**src/hdl/lpses_params.svh**
```systemverilog
// Constants for the doze and calibration-store sequencer.
// Included by both ends, the link checks and the bench; definitions only.
`ifndef LPSES_PARAMS_SVH
`define LPSES_PARAMS_SVH
// Command codes (8 bit) on the command link.
`define LPSES_CMD_NOP 8'h25
`define LPSES_CMD_PANEL_BLANK 8'hAE
`define LPSES_CMD_PANEL_SHOW 8'hAF
`define LPSES_CMD_DRIVE_SUPPLY 8'h20
`define LPSES_CMD_OSC_STOP 8'hD2
`define LPSES_CMD_OSC_RUN 8'hD1
`define LPSES_CMD_DOZE_ENTER 8'h95
`define LPSES_CMD_DOZE_EXIT 8'h94
`define LPSES_CMD_CONTRAST 8'h81
`define LPSES_CMD_TIMING_SETUP 8'hCA
`define LPSES_CMD_FRAME_WRITE 8'h5C
`define LPSES_CMD_NVM_ENTER 8'hCD
`define LPSES_CMD_NVM_EXIT 8'hCC
`define LPSES_CMD_NVM_STORE 8'hFC
`define LPSES_CMD_NVM_LOAD 8'hFD
`define LPSES_CMD_NVM_SEL_A 8'h7C
`define LPSES_CMD_NVM_SEL_B 8'h7D
`define LPSES_CMD_STATUS_FETCH 8'hFE
// Status byte bit positions.
`define LPSES_ST_BUSY 2
`define LPSES_ST_DISP 3
`define LPSES_ST_OSC 4
`define LPSES_ST_DOZE 5
`define LPSES_ST_TEST 6
// Parameter bit of the drive supply command selecting the first drive voltage source.
`define LPSES_VREF_SEL_BIT 4
// Oscillator division ratios and processing periods.
`define LPSES_ENTER_PERIODS 5
`define LPSES_STORE_PERIODS 10
`define LPSES_LOAD_PERIODS 10
`define LPSES_DIV_FAST 4
`define LPSES_DIV_SLOW 320
// Timing setup: division select 0 means divide by 2, line count field 32 gives 132 lines.
`define LPSES_TS_DIV2 2'h0
`define LPSES_TS_LINES 6'h20
// Drive supply settle time, ms, and clock rate.
`define LPSES_SETTLE_MS 100
`define LPSES_CLK_HZ 40000000
`define LPSES_SETTLE_CYC ((`LPSES_SETTLE_MS * (`LPSES_CLK_HZ / 1000)))
// Host register offsets (byte addresses).
`define LPSES_REG_CMD 4'h0
`define LPSES_REG_STATUS 4'h4
`define LPSES_REG_IRQ 4'h8
`define LPSES_REG_MASK 4'hC
// Host sequence codes written to the command register.
`define LPSES_SEQ_OFF 3'h1
`define LPSES_SEQ_DOZE 3'h2
`define LPSES_SEQ_WAKE 3'h3
`define LPSES_SEQ_STORE 3'h4
`define LPSES_SEQ_LOAD 3'h5
`define LPSES_SEQ_READBACK 3'h6
`define LPSES_SEQ_HWOFF 3'h7
`endif

```
**src/hdl/lpses_if.sv**
```systemverilog
// Command link between host end and device end.
// Byte command/parameter strobe plus a status byte and hardware reset.
`timescale 1ns/100ps
interface lpses_if;
   logic cmd_valid;
   logic cmd_is_data;
   logic [7:0] cmd_byte;
   logic cmd_ready;
   logic [7:0] status_byte;
   logic hw_reset_n;
   modport device (input cmd_valid, input cmd_is_data, input cmd_byte, input hw_reset_n,
      output cmd_ready, output status_byte);
   modport host (output cmd_valid, output cmd_is_data, output cmd_byte, output hw_reset_n,
      input cmd_ready, input status_byte);
endinterface

```
**src/hdl/lpses_host.sv**
```systemverilog
// Host end: Avalon-MM slave with a sequence command register; plays out the
// documented power, doze and calibration orders on the command link.
//
// Implementation choices: the register offsets and the Avalon-MM register port.
`timescale 1ns/100ps
`include "lpses_params.svh"
module lpses_host #(
   parameter int SETTLE_CYC = `LPSES_SETTLE_CYC,
   parameter int POLL_GAP = 4
) (
   // Clock and reset
   input wire logic clk,
   input wire logic sys_rst,
   // Avalon-MM slave
   input wire logic [3:0] avs_address,
   input wire logic avs_read,
   input wire logic avs_write,
   input wire logic [31:0] avs_writedata,
   output logic [31:0] avs_readdata,
   output logic avs_waitrequest,
   output logic irq,
   // Command link
   lpses_if.host link
);
   typedef enum logic [2:0] {
      H_IDLE = 3'h0, H_SEND = 3'h1, H_POLL = 3'h3, H_WAIT = 3'h2, H_DONE = 3'h6
   } lpses_hst_t;
   typedef struct packed {
      lpses_hst_t st;
      logic [2:0] seq;
      logic [3:0] step;
      logic [7:0] param;
      logic [31:0] cnt;
      logic [7:0] result;
      logic [1:0] irq_st;
      logic [1:0] mask;
      logic rst_n;
      logic [31:0] rdata;
      logic rvalid;
   } lpses_host_st_t;
   lpses_host_st_t r;
   lpses_host_st_t next_r;
   logic [8:0] word;
   logic last;

   // Step table: bit 8 marks a data byte, bits 7:0 the byte; zero ends the sequence.
   function automatic logic [8:0] step_word(input logic [2:0] seq, input logic [3:0] step,
         input logic [7:0] p);
      logic is_store;
      is_store = (seq == `LPSES_SEQ_STORE);
      step_word = 9'h000;
      case (seq)
         `LPSES_SEQ_OFF, `LPSES_SEQ_DOZE: case (step)
            4'h0: step_word = {1'b0, `LPSES_CMD_PANEL_BLANK};
            4'h1: step_word = {1'b0, `LPSES_CMD_DRIVE_SUPPLY};
            4'h2: step_word = {1'b1, 8'h00};
            4'h3: step_word = {1'b0, `LPSES_CMD_OSC_STOP};
            4'h4: step_word = {1'b0, `LPSES_CMD_DOZE_ENTER};
            default: ;
         endcase
         `LPSES_SEQ_WAKE: case (step)
            4'h0: step_word = {1'b0, `LPSES_CMD_DOZE_EXIT};
            4'h1: step_word = {1'b0, `LPSES_CMD_OSC_RUN};
            4'h2: step_word = {1'b0, `LPSES_CMD_PANEL_SHOW};
            default: ;
         endcase
         // Blanking first keeps the timing setup off a lit panel.
         `LPSES_SEQ_STORE, `LPSES_SEQ_LOAD: case (step)
            4'h0: step_word = {1'b0, `LPSES_CMD_PANEL_BLANK};
            4'h1: step_word = {1'b0, `LPSES_CMD_OSC_RUN};
            4'h2: step_word = {1'b0, `LPSES_CMD_TIMING_SETUP};
            4'h3: step_word = {1'b1, 6'h0, `LPSES_TS_DIV2};
            4'h4: step_word = {1'b1, 2'h0, `LPSES_TS_LINES};
            4'h5: step_word = is_store ? {1'b0, `LPSES_CMD_CONTRAST} : {1'b0, `LPSES_CMD_NOP};
            4'h6: step_word = is_store ? {1'b1, p} : {1'b0, `LPSES_CMD_NVM_ENTER};
            4'h7: step_word = is_store ? {1'b0, `LPSES_CMD_NVM_ENTER} : {1'b1, 8'h00};
            4'h8: step_word = is_store ? {1'b1, 8'h01} : {1'b0, `LPSES_CMD_NVM_LOAD};
            4'h9: step_word = is_store ? {1'b0, `LPSES_CMD_NVM_STORE} : {1'b0, `LPSES_CMD_NVM_EXIT};
            4'hA: step_word = is_store ? {1'b0, `LPSES_CMD_NVM_EXIT} : 9'h000;
            default: ;
         endcase
         `LPSES_SEQ_READBACK: case (step)
            4'h0: step_word = {1'b0, `LPSES_CMD_NVM_SEL_A};
            4'h1: step_word = {1'b0, `LPSES_CMD_STATUS_FETCH};
            default: ;
         endcase
         default: ;
      endcase
   endfunction

   assign word = step_word(r.seq, r.step, r.param);
   assign last = (step_word(r.seq, r.step + 4'h1, r.param) == 9'h000);

   always_comb begin
      next_r = r;
      next_r.rvalid = 1'b0;
      if (avs_write && r.st == H_IDLE && avs_address == `LPSES_REG_CMD) begin
         next_r.seq = avs_writedata[2:0];
         next_r.param = avs_writedata[15:8];
         next_r.step = 4'h0;
         if (avs_writedata[2:0] == `LPSES_SEQ_HWOFF) begin
            next_r.rst_n = 1'b0;
            next_r.st = H_DONE;
         end else begin
            next_r.rst_n = 1'b1;
            next_r.st = H_SEND;
         end
      end else if (avs_write && avs_address == `LPSES_REG_MASK) begin
         next_r.mask = avs_writedata[1:0];
      end
      if (avs_read && !r.rvalid) begin
         case (avs_address)
            `LPSES_REG_CMD: next_r.rdata = {29'h0, r.seq};
            `LPSES_REG_STATUS: next_r.rdata = {23'h0, r.st != H_IDLE, r.result};
            `LPSES_REG_IRQ: begin
               next_r.rdata = {30'h0, r.irq_st};
               next_r.irq_st = 2'h0;
            end
            `LPSES_REG_MASK: next_r.rdata = {30'h0, r.mask};
            default: next_r.rdata = 32'h0;
         endcase
         next_r.rvalid = 1'b1;
      end
      case (r.st)
         H_SEND: begin
            if (link.cmd_ready) begin
               next_r.step = r.step + 4'h1;
               next_r.cnt = 32'h0;
               if (r.seq == `LPSES_SEQ_WAKE && r.step == 4'h1) begin
                  next_r.st = H_WAIT;
               end else if ((r.seq == `LPSES_SEQ_STORE && (r.step == 4'h8 || r.step == 4'h9)) ||
                     (r.seq == `LPSES_SEQ_LOAD && (r.step == 4'h7 || r.step == 4'h8))) begin
                  // Each store access must finish before the next command.
                  next_r.st = H_POLL;
               end else if (last) begin
                  next_r.st = (r.seq == `LPSES_SEQ_READBACK) ? H_WAIT : H_DONE;
               end
            end
         end
         H_POLL: begin
            // Busy polling replaces fixed timers.
            next_r.cnt = r.cnt + 32'h1;
            if (r.cnt >= 32'(POLL_GAP) && !link.status_byte[`LPSES_ST_BUSY]) begin
               next_r.st = H_SEND;
            end
         end
         H_WAIT: begin
            next_r.cnt = r.cnt + 32'h1;
            if (r.seq == `LPSES_SEQ_READBACK) begin
               next_r.result = link.status_byte;
               next_r.st = H_DONE;
            end else if (r.cnt >= 32'(SETTLE_CYC)) begin
               next_r.st = H_SEND;
            end
         end
         H_DONE: begin
            next_r.irq_st = r.irq_st | 2'h1;
            next_r.st = H_IDLE;
         end
         default: ;
      endcase
   end

   always_ff @(posedge clk) begin
      if (sys_rst) begin
         r <= '0;
         r.rst_n <= 1'b1;
      end else begin
         r <= next_r;
      end
   end

   assign link.cmd_valid = (r.st == H_SEND);
   assign link.cmd_is_data = (r.st == H_SEND) ? word[8] : 1'b0;
   assign link.cmd_byte = (r.st == H_SEND) ? word[7:0] : 8'h00;
   assign link.hw_reset_n = r.rst_n;
   assign avs_waitrequest = (avs_read && !r.rvalid);
   assign avs_readdata = r.rdata;
   assign irq = |(r.irq_st & r.mask);
endmodule // lpses_host

```
**src/flat_wrapper.sv**
```systemverilog
// flat-port wrapper written by rule: the top's interface ports become plain ports
module lpses_host_flat 
#(
   parameter int SETTLE_CYC = `LPSES_SETTLE_CYC,
   parameter int POLL_GAP = 4
)
  (clk, sys_rst, avs_address, avs_read, avs_write, avs_writedata, avs_readdata, avs_waitrequest, irq, link_cmd_valid, link_cmd_is_data, link_cmd_byte, link_hw_reset_n, link_cmd_ready, link_status_byte);
  lpses_if link_i ();
  input wire logic clk;
  input wire logic sys_rst;
  input wire logic [3:0] avs_address;
  input wire logic avs_read;
  input wire logic avs_write;
  input wire logic [31:0] avs_writedata;
  output logic [31:0] avs_readdata;
  output logic avs_waitrequest;
  output logic irq;
  output wire logic [$bits(link_i.cmd_valid)-1:0] link_cmd_valid;
  output wire logic [$bits(link_i.cmd_is_data)-1:0] link_cmd_is_data;
  output wire logic [$bits(link_i.cmd_byte)-1:0] link_cmd_byte;
  output wire logic [$bits(link_i.hw_reset_n)-1:0] link_hw_reset_n;
  input wire logic [$bits(link_i.cmd_ready)-1:0] link_cmd_ready;
  input wire logic [$bits(link_i.status_byte)-1:0] link_status_byte;
  assign link_cmd_valid = link_i.cmd_valid;
  assign link_cmd_is_data = link_i.cmd_is_data;
  assign link_cmd_byte = link_i.cmd_byte;
  assign link_hw_reset_n = link_i.hw_reset_n;
  assign link_i.cmd_ready = link_cmd_ready;
  assign link_i.status_byte = link_status_byte;
  lpses_host #(.SETTLE_CYC(SETTLE_CYC), .POLL_GAP(POLL_GAP)) u_core (.clk(clk), .sys_rst(sys_rst), .avs_address(avs_address), .avs_read(avs_read), .avs_write(avs_write), .avs_writedata(avs_writedata), .avs_readdata(avs_readdata), .avs_waitrequest(avs_waitrequest), .irq(irq), .link(link_i));
endmodule
```
**config.mk**
```make
export PLATFORM = sky130hd
export DESIGN_NAME = lpses_host_flat
export DESIGN_NICKNAME = d
export VERILOG_FILES = /design/src/hdl/lpses_if.sv /design/src/hdl/lpses_host.sv /design/src/flat_wrapper.sv
export VERILOG_INCLUDE_DIRS = /design/src /design/src/hdl
export SDC_FILE = /design/constraint.sdc
export NUM_CORES = 1
export LEC_CHECK = 0
export BUFFER_PORTS_ARGS = -buffer_cell sky130_fd_sc_hd__buf_2
export CORE_MARGIN = 10
export CORE_UTILIZATION = 55
export CTS_CLUSTER_DIAMETER = 100
export CTS_CLUSTER_SIZE = 24
export DETAILED_ROUTE_END_ITERATION = 8
export PLACE_DENSITY_LB_ADDON = 0.25
export SLEW_MARGIN = 30
export SYNTH_ARGS = -nofsm -noshare
export SYNTH_HDL_FRONTEND = slang
export SYNTH_SLANG_ARGS = --single-unit
```
**constraint.sdc**
```tcl
create_clock -name clk -period 6.35 [get_ports clk]
set_clock_uncertainty 0.05 [all_clocks]
set_input_delay 0.635 -clock clk [delete_from_list [all_inputs] [get_ports clk]]
set_output_delay 0.635 -clock clk [all_outputs]
set_load 0.1 [all_outputs]
```
==> results.ini, run 1 <==
[cts]
root_buffer = clkbuf_8
cts_setup_buffers = 0
cts_resized = 0
clk_latency_ns = 0.35
numCtsBuffers = 9
hold_buffers = 0
cts_max_level = 3
clk_pin_slew_ns = 0.07
clock_sinks = 72
cts_tree = yes
clk_path_buf_depth = 2

[synth]
synth_seq_cells = 72
ys_types = 70
netlist_area_sq_mm = 0.00450
synth_top_area_frac = 0.320
netlist_top_cells_count = nand2_1 (73), nor2_1 (73), dfxtp_1 (72)
synth_edf_count = 0
syn_inst = 587
synth.area.top_cells = dfxtp_1 (32%), nand2_1 (6.1%), nor2_1 (6.1%)
async_reset_ff_frac = 0
yosysWarnings = 0
syn_avg_cell_area_sq_um = 7.67
synth_top_cell_by_area = dfxtp_1
ys_seq_area_frac = 0.320
synthFlopType = dfxtp_1

[floorplan]
io_pins = 94
initial_core_util = 0.574
core_area_sq_mm = 0.00785
rows = 32
die_area_sq_mm = 0.0122
fp.dieH_um = 110
die_x_um = 110

[timing]
setup_viol = 0
drv_slew = 0
slew-limit-headroom = 0.422
worst_pin_slew_ns = 0.865
hold_viol_final = 0
period_minus_slack_ns = 3.94
setup_tns_ns = 0
fmax_mhz = 254
fin_crit_sh = 0.621
rsz0062_at_grt = false

[pwr]
swShare = 0.323
p_int_uw = 793
p_seq_frac = 0.418
switchingPower_uw = 378
irDropWorstVdd_uv = 156
power.leakage_uw = 0.00191
power_frac_comb = 0.210
powerDensity_mw_per_mm2 = 242
p_clk_frac = 0.372

[detailed_routing]
drtAntennaViolNets = 0
detail_route.wl_per_cell_um = 14.9
via_per_inst = 5.70
drc = 0
drt-initial-drc-count = 202
firstDrtPassIters = 5
vias = 4061
wl_um = 10600

[global_routing]
grt_usage = 0.166
grt_pass1_vias = 3803
grt-ovfl-total = 0
grt_max_degree = 44
grt_antenna_before_repair = 0
grt_first_pass_wirelength_um = 17900

[setup_path]
worstPathArrival_ns = 3.26
cp_cell_sequence = inv_1 -> ha_1 -> nor2_1 -> a21o_1 -> a21oi_1 -> o21ai_1 -> a41oi_1 -> buf_2
worst_setup_path_start_kind = flop
critPathMaxStageDelay_ns = 0.60
crit_fanout = 19
crit_required_ns = 5.66
slowest_stage = ha_1
setup.worst_path.class = reg2out
r2r_cells = 8
end_kind = output pin

[flow_run]
maxCapViolCount = 0

[min_path]
hold_depth = 2
min_path_type = reg2reg

[place]
place.gp.congestion = 0.924
portBuffers = 49
dp_hpwl_um = 7870
place_area_sq_mm = 0.00458

[finish]
diodes = 0
drive_gt1_frac = 0.139
nets = 662
area_growth_pct = 7.23
final_cell_area_sq_mm = 0.00483

[status]
outcome = finished clean

-- layout by cell type (no fill, tap or decap), types with 9 or more instances in the layout --
| cell type | synthesis | routed |
|---|---|---|
| a21oi_1 | 48 | 48 |
| a31oi_1 | 10 | 10 |
| and2_1 | 10 | 10 |
| buf_2 | 9 | 49 |
| clkbuf_8 | 0 | 9 |
| conb_1 | 1 | 23 |
| dfxtp_1 | 72 | 71 |
| inv_1 | 13 | 13 |
| mux2i_1 | 13 | 13 |
| nand2_1 | 73 | 73 |
| nand2b_1 | 10 | 10 |
| nand3_1 | 23 | 23 |
| nor2_1 | 73 | 73 |
| nor2b_1 | 12 | 12 |
| o21ai_0 | 14 | 14 |
| xnor2_1 | 15 | 15 |
| xor2_1 | 13 | 13 |
-- power by group through the flow --
stage | combinational, uW | sequential [uW] | clock, uW
6_report | 246 | 489 | 436
3_3_place_gp | 240 | 499 | 0
4_1_cts | 244 | 489 | 447
3_5_place_dp | 244 | 499 | 0
5_1_grt | 268 | 493 | 463
2_1_floorplan | 227 | 484 | 0
-- per-stage QoR --
stage / setup WS (ns) / instances / total power, uW / hold WS (ns) / util
3_3_place_gp: 2.91 / 697 / 739 / 0.391 / 0.584
3_5_place_dp: 2.86 / 697 / 743 / 0.393 / 0.584
4_1_cts: 2.47 / 713 / 1180 / 0.402 / 0.615
6_report: 2.41 / 713 / 1170 / 0.399 / 0.615
2_1_floorplan: 2.32 / 609 / 710 / 0.382 / -
5_1_grt: 2.22 / 713 / 1220 / 0.425 / 0.615
-- routing by layer --
metal / up-vias / share of wire / GRT usage
li1: 2029 / - / -
met1: 1882 / 0.45 / 0.209
met2: 140 / 0.47 / 0.271
met3: 10 / 0.074 / 0.0389
met4: 0 / 0.011 / 0.0587
met5: - / 0 / 0
-- final cells by class --
type,instances,area (sq um)
well taps,102,128
inverters,14,52.6
flip-flops and latches,72,1440
repair buffers,50,253
fillers,733,3020
multi-input cells,459,2710
clock buffers,9,124
clock inverters,7,120
-- worst paths after layout --
path / startpoint / endpoint / slack [ns]
worst min-delay path: u_core.avs_readdata[2] / u_core.avs_readdata[2] / 0.40
worst max-delay path: u_core.r[86] / link_cmd_byte[6] / 2.41
worst min register to register: u_core.avs_readdata[2] / u_core.avs_readdata[2] / 0.40
worst max register to register: u_core.r[86] / u_core.r[94] / 3.67
-- state kept, by name, summed over array words and instances, names as in the netlist --
register,flops
u_core.avs_readdata,9
u_core.link.hw_reset_n,1
u_core.r,62
-- cell families (layout without fill, tap and decap cells) --
family | count (synthesis) | count (layout) | synth area share
AND/OR/NAND/NOR | 258 | 258 | 0.291
other | 1 | 23 | 0.000833
AO/OA/AOI/OAI | 125 | 125 | 0.174
XOR/XNOR | 28 | 28 | 0.0545
flip-flops | 72 | 72 | 0.320
buffers and inverters | 78 | 80 | 0.0967
adder cells (fa/ha/maj) | 7 | 7 | 0.0195
multiplexers | 18 | 18 | 0.0439
-- critical path, delay by kind of cell (launching register included) --
family | cells | cell delay [ns]
compound gates | 4 | 1.14
fa+ha+maj | 1 | 0.60
buf+inv | 2 | 0.62
flops | 1 | 0.39
simple gates | 1 | 0.17
(Power assumes the default switching activity.)
==> inputs of run 2 (changes only) <==
- ABC_AREA: not set -> 1
- CORE_UTILIZATION: 55 -> 50
- clock period: 6.35 -> 3.58 ns (I/O delays scaled with it)
==> run 2 against run 1 <==
  * Sequential share of layout area increased by 0.23 points
  * Register-to-register slack lost 2.8 ns
  * Critical path type unchanged
  * Largest cell class unchanged
  * Global-route usage rose by 0.96 points
  * Setup slack worse by 2.1 ns
  * Clock power increased by 43%
  * Total power up 84%
  * Worst hold slack lost 0.23 ns
  * Critical endpoint is now link_cmd_byte[7]
  * Synthesized cell count rose by 15%
  * Wire length grew 7.2%
  * Non-clock buffer count is 3 higher
  * Critical path depth rose by 4
  * Die area is 5.9% higher
==> results.ini, run 2 <==
[place]
place.gp.congestion = 0.975  ; was 0.924
place_area_sq_mm = 0.00458  ; about the same
dp_hpwl_um = 8950  ; was 7870 um
post-place-ws_ns = 0.646  ; was 2.86 ns
portBuffers = 49  ; unchanged
placed_cells = 814  ; was 697

[pwr]
p_clk_frac = 0.291  ; was 0.372
p_int_uw = 1260  ; was 793 uW
swShare = 0.415  ; was 0.323
powerDensity_mw_per_mm2 = 449  ; was 242 mW/mm^2
p_seq_frac = 0.407  ; was 0.418
power.total_uw = 2150  ; was 1170 uW
power_frac_comb = 0.302  ; was 0.210
power.leakage_uw = 0.00205  ; was 0.00191 uW
irDropWorstVdd_uv = 223  ; was 156 uV
switchingPower_uw = 892  ; was 378 uW

[detailed_routing]
vias = 4389  ; was 4,061
wl_met1_um = 4920  ; was 4780 um
firstDrtPassIters = 5  ; unchanged
via_per_inst = 5.29  ; was 5.70
top_layer_used = met4  ; unchanged
met3_length_um = 622  ; was 793 um
wl_met2_um = 5610  ; was 4960 um
drc = 0  ; unchanged
drtAntennaViolNets = 0  ; unchanged
detail_route.wl_per_cell_um = 13.7  ; was 14.9 um
drt-initial-drc-count = 240  ; was 202
wl_um = 11400  ; was 10,600 um

[finish]
most-common-layout-cells = nand2_1 (121), nor2_1 (92), inv_1 (91)  ; was nor2_1 (73), nand2_1 (73), dfxtp_1 (71)
final_cell_area_sq_mm = 0.00479  ; was 0.00483 sq mm
nets = 773  ; was 662
area_growth_pct = 9.10  ; was 7.23%
largest_reg_flops = 62  ; unchanged
drive_gt1_frac = 0.125  ; was 0.139
diodes = 0  ; unchanged
regMostFlops = u_core.r  ; unchanged
layout_commonest_cell = nand2_1
instances_no_fill = 830  ; was 713

[cts]
cts_max_level = 3  ; unchanged
clk_latency_ns = 0.36  ; was 0.35 ns
numCtsBuffers = 9  ; unchanged
cts_tree = yes  ; unchanged
cts_setup_buffers = 0  ; unchanged
root_buffer = clkbuf_8  ; unchanged
clk_path_buf_depth = 2  ; unchanged
clk_pin_slew_ns = 0.09  ; was 0.07 ns
clock_sinks = 72  ; unchanged
hold_buffers = 0  ; unchanged

[synth]
synth_top_area_frac = 0.329  ; was 0.320
ys_types = 41  ; was 70
synth_top_cell_by_area = dfxtp_1  ; unchanged
synthFlopType = dfxtp_1  ; unchanged
syn_inst = 677  ; was 587
netlist_area_sq_mm = 0.00439  ; was 0.00450 sq mm
syn_avg_cell_area_sq_um = 6.48  ; was 7.67 sq um
yosysMostFrequentCell = nand2_1
ys_seq_area_frac = 0.329  ; was 0.320
synth.area.top_cells = dfxtp_1 (33%), nand2_1 (10%), nor2_1 (7.9%)  ; was dfxtp_1 (32%), nand2_1 (6.1%), nor2_1 (6.1%)
yosysWarnings = 0  ; unchanged
synth_seq_cells = 72  ; unchanged
netlist_top_cells_count = nand2_1 (121), nor2_1 (92), inv_1 (91)  ; was nand2_1 (73), nor2_1 (73), dfxtp_1 (72)
async_reset_ff_frac = 0  ; unchanged
synth_edf_count = 0  ; unchanged

[status]
outcome = finished clean  ; unchanged

[setup_path]
worst_path_most_repeated_cell = inv_1
reg2reg_from = u_core.r[86]  ; unchanged
worstPathArrival_ns = 2.83  ; was 3.26 ns
cp_cell_sequence = inv_1 -> ha_1 -> inv_1 -> nor2_1 -> inv_1 -> nor2_1 -> nor4_2 -> inv_1 -> a2111o_1 -> a21oi_1 -> a31oi_1 -> buf_2  ; was inv_1 -> ha_1 -> nor2_1 -> a21o_1 -> a21oi_1 -> o21ai_1 -> a41oi_1 -> buf_2
r2r_cells = 15  ; was 8
worst_setup_path_start_kind = flop  ; unchanged
r2r_end = u_core.r[95]  ; was u_core.r[94]
slowest_stage = dfxtp_1  ; was ha_1
end_kind = output pin  ; unchanged
path_buf_inv = 5  ; was 2
path_depth = 12  ; was 8
setup.worst_path.class = reg2out  ; unchanged
crit_required_ns = 3.17  ; was 5.66 ns
critPathMaxStageDelay_ns = 0.45  ; was 0.60 ns
crit_fanout = 7  ; was 19
crit_path_end = link_cmd_byte[7]  ; was link_cmd_byte[6]
startpoint = u_core.r[86]  ; unchanged
r2r_slack_ns = 0.91  ; was 3.67 ns
path_delay_family = buffers and inverters  ; was compound AO/OA/AOI/OAI gates

[global_routing]
grt_pass1_vias = 4236  ; was 3,803
grt_first_pass_wirelength_um = 19500  ; was 17,900 um
grt_usage = 0.176  ; was 0.166
grt-ovfl-total = 0  ; unchanged
grt_max_degree = 26  ; was 44
grt_antenna_before_repair = 0  ; unchanged

[floorplan]
die_area_sq_mm = 0.0129  ; was 0.0122 sq mm
fp.dieH_um = 114  ; was 110 um
die_x_um = 114  ; was 110 um
core_area_sq_mm = 0.00864  ; was 0.00785 sq mm
initial_core_util = 0.508  ; was 0.574
io_pins = 94  ; unchanged
rows = 34  ; was 32

[timing]
timing.final.ws_setup_ns = 0.341  ; was 2.41 ns
hold_ws_ns = 0.171  ; was 0.399 ns
rsz0062_at_grt = false  ; unchanged
setup_viol = 0  ; unchanged
fin_crit_sh = 0.905
period_minus_slack_ns = 3.24
hold_viol_final = 0  ; unchanged
fmax_mhz = 309
drv_slew = 0  ; unchanged
slew-limit-headroom = 0.586  ; was 0.422
worst_pin_slew_ns = 0.618  ; was 0.865 ns

[min_path]
hold_depth = 3  ; was 2
min_path_type = in2reg  ; was reg2reg

[flow_run]
maxCapViolCount = 0  ; unchanged

[run 2: repair_timing]
action / in CTS / in global routing
gates resized for setup: 0 / 1
setup endpoints to repair: 0 / 1
endpoints found under the hold margin: 0 / 0
[run 2: final cells by class]
class	count	area (sq um)
fillers	908	3850
multi-input cells	488	2390
flip-flops and latches	72	1440
repair buffers	53	275
clock inverters	7	66.3
well taps	108	135
clock buffers	9	124
inverters	93	349
[run 2: power groups by stage]
stage          Sequential [uW]  Combinational [uW]  Clock (uW)
2_1_floorplan              879                 546           0
4_1_cts                    874                 642         640
5_1_grt                    880                 723         668
3_3_place_gp               888                 636           0
6_report                   874                 650         625
3_5_place_dp               892                 639           0
[run 2: layer usage]
layer  up-vias  track usage
met5         -            0
met4         0       0.0626
met3        24       0.0430
met2        98        0.301
met1      2011        0.209
li1       2256            -
[run 2: cells by family (layout without fill, tap and decap cells)]
family | Yosys count | after routing | synth area share
other | 1 | 23 | 0.000855
adder cells (fa/ha/maj) | 7 | 7 | 0.0200
AND/OR/NAND/NOR | 314 | 314 | 0.324
AO/OA/AOI/OAI | 143 | 143 | 0.177
XOR/XNOR | 1 | 1 | 0.00200
flip-flops | 72 | 72 | 0.329
buffers and inverters | 139 | 162 | 0.147
[run 2: stage by stage]
step	utilization	setup TNS, ns
floorplan	-	-1.09
global placement	0.531	0
detailed placement	0.531	0
CTS	0.553	0
global route	0.554	0
finish	0.554	0
[run 2: worst min-delay path by stage]
stage                                   to  slack, ns                   start
finish                        u_core.r[43]       0.17     link_status_byte[5]
global route                  u_core.r[39]       0.17     link_status_byte[1]
CTS                           u_core.r[39]       0.16     link_status_byte[1]
detailed placement  u_core.avs_readdata[6]       0.40  u_core.avs_readdata[6]
global placement              u_core.r[50]       0.40            u_core.r[50]
floorplan                     u_core.r[85]       0.38            u_core.r[85]
[run 2: worst register-to-register path, stage by stage, from the launching register on]
cell and delay, ns:
dfxtp_1 0.38, ha_1 0.27, nand2_1 0.10, inv_1 0.09
nor2_2 0.23, inv_1 0.17, nand3_1 0.16, nand2_1 0.08
or3_1 0.31, nand2_1 0.07, nand2_1 0.06, nand2_1 0.13
nand2_1 0.09, a21oi_1 0.14, nand4_1 0.12, a21oi_1 0.16
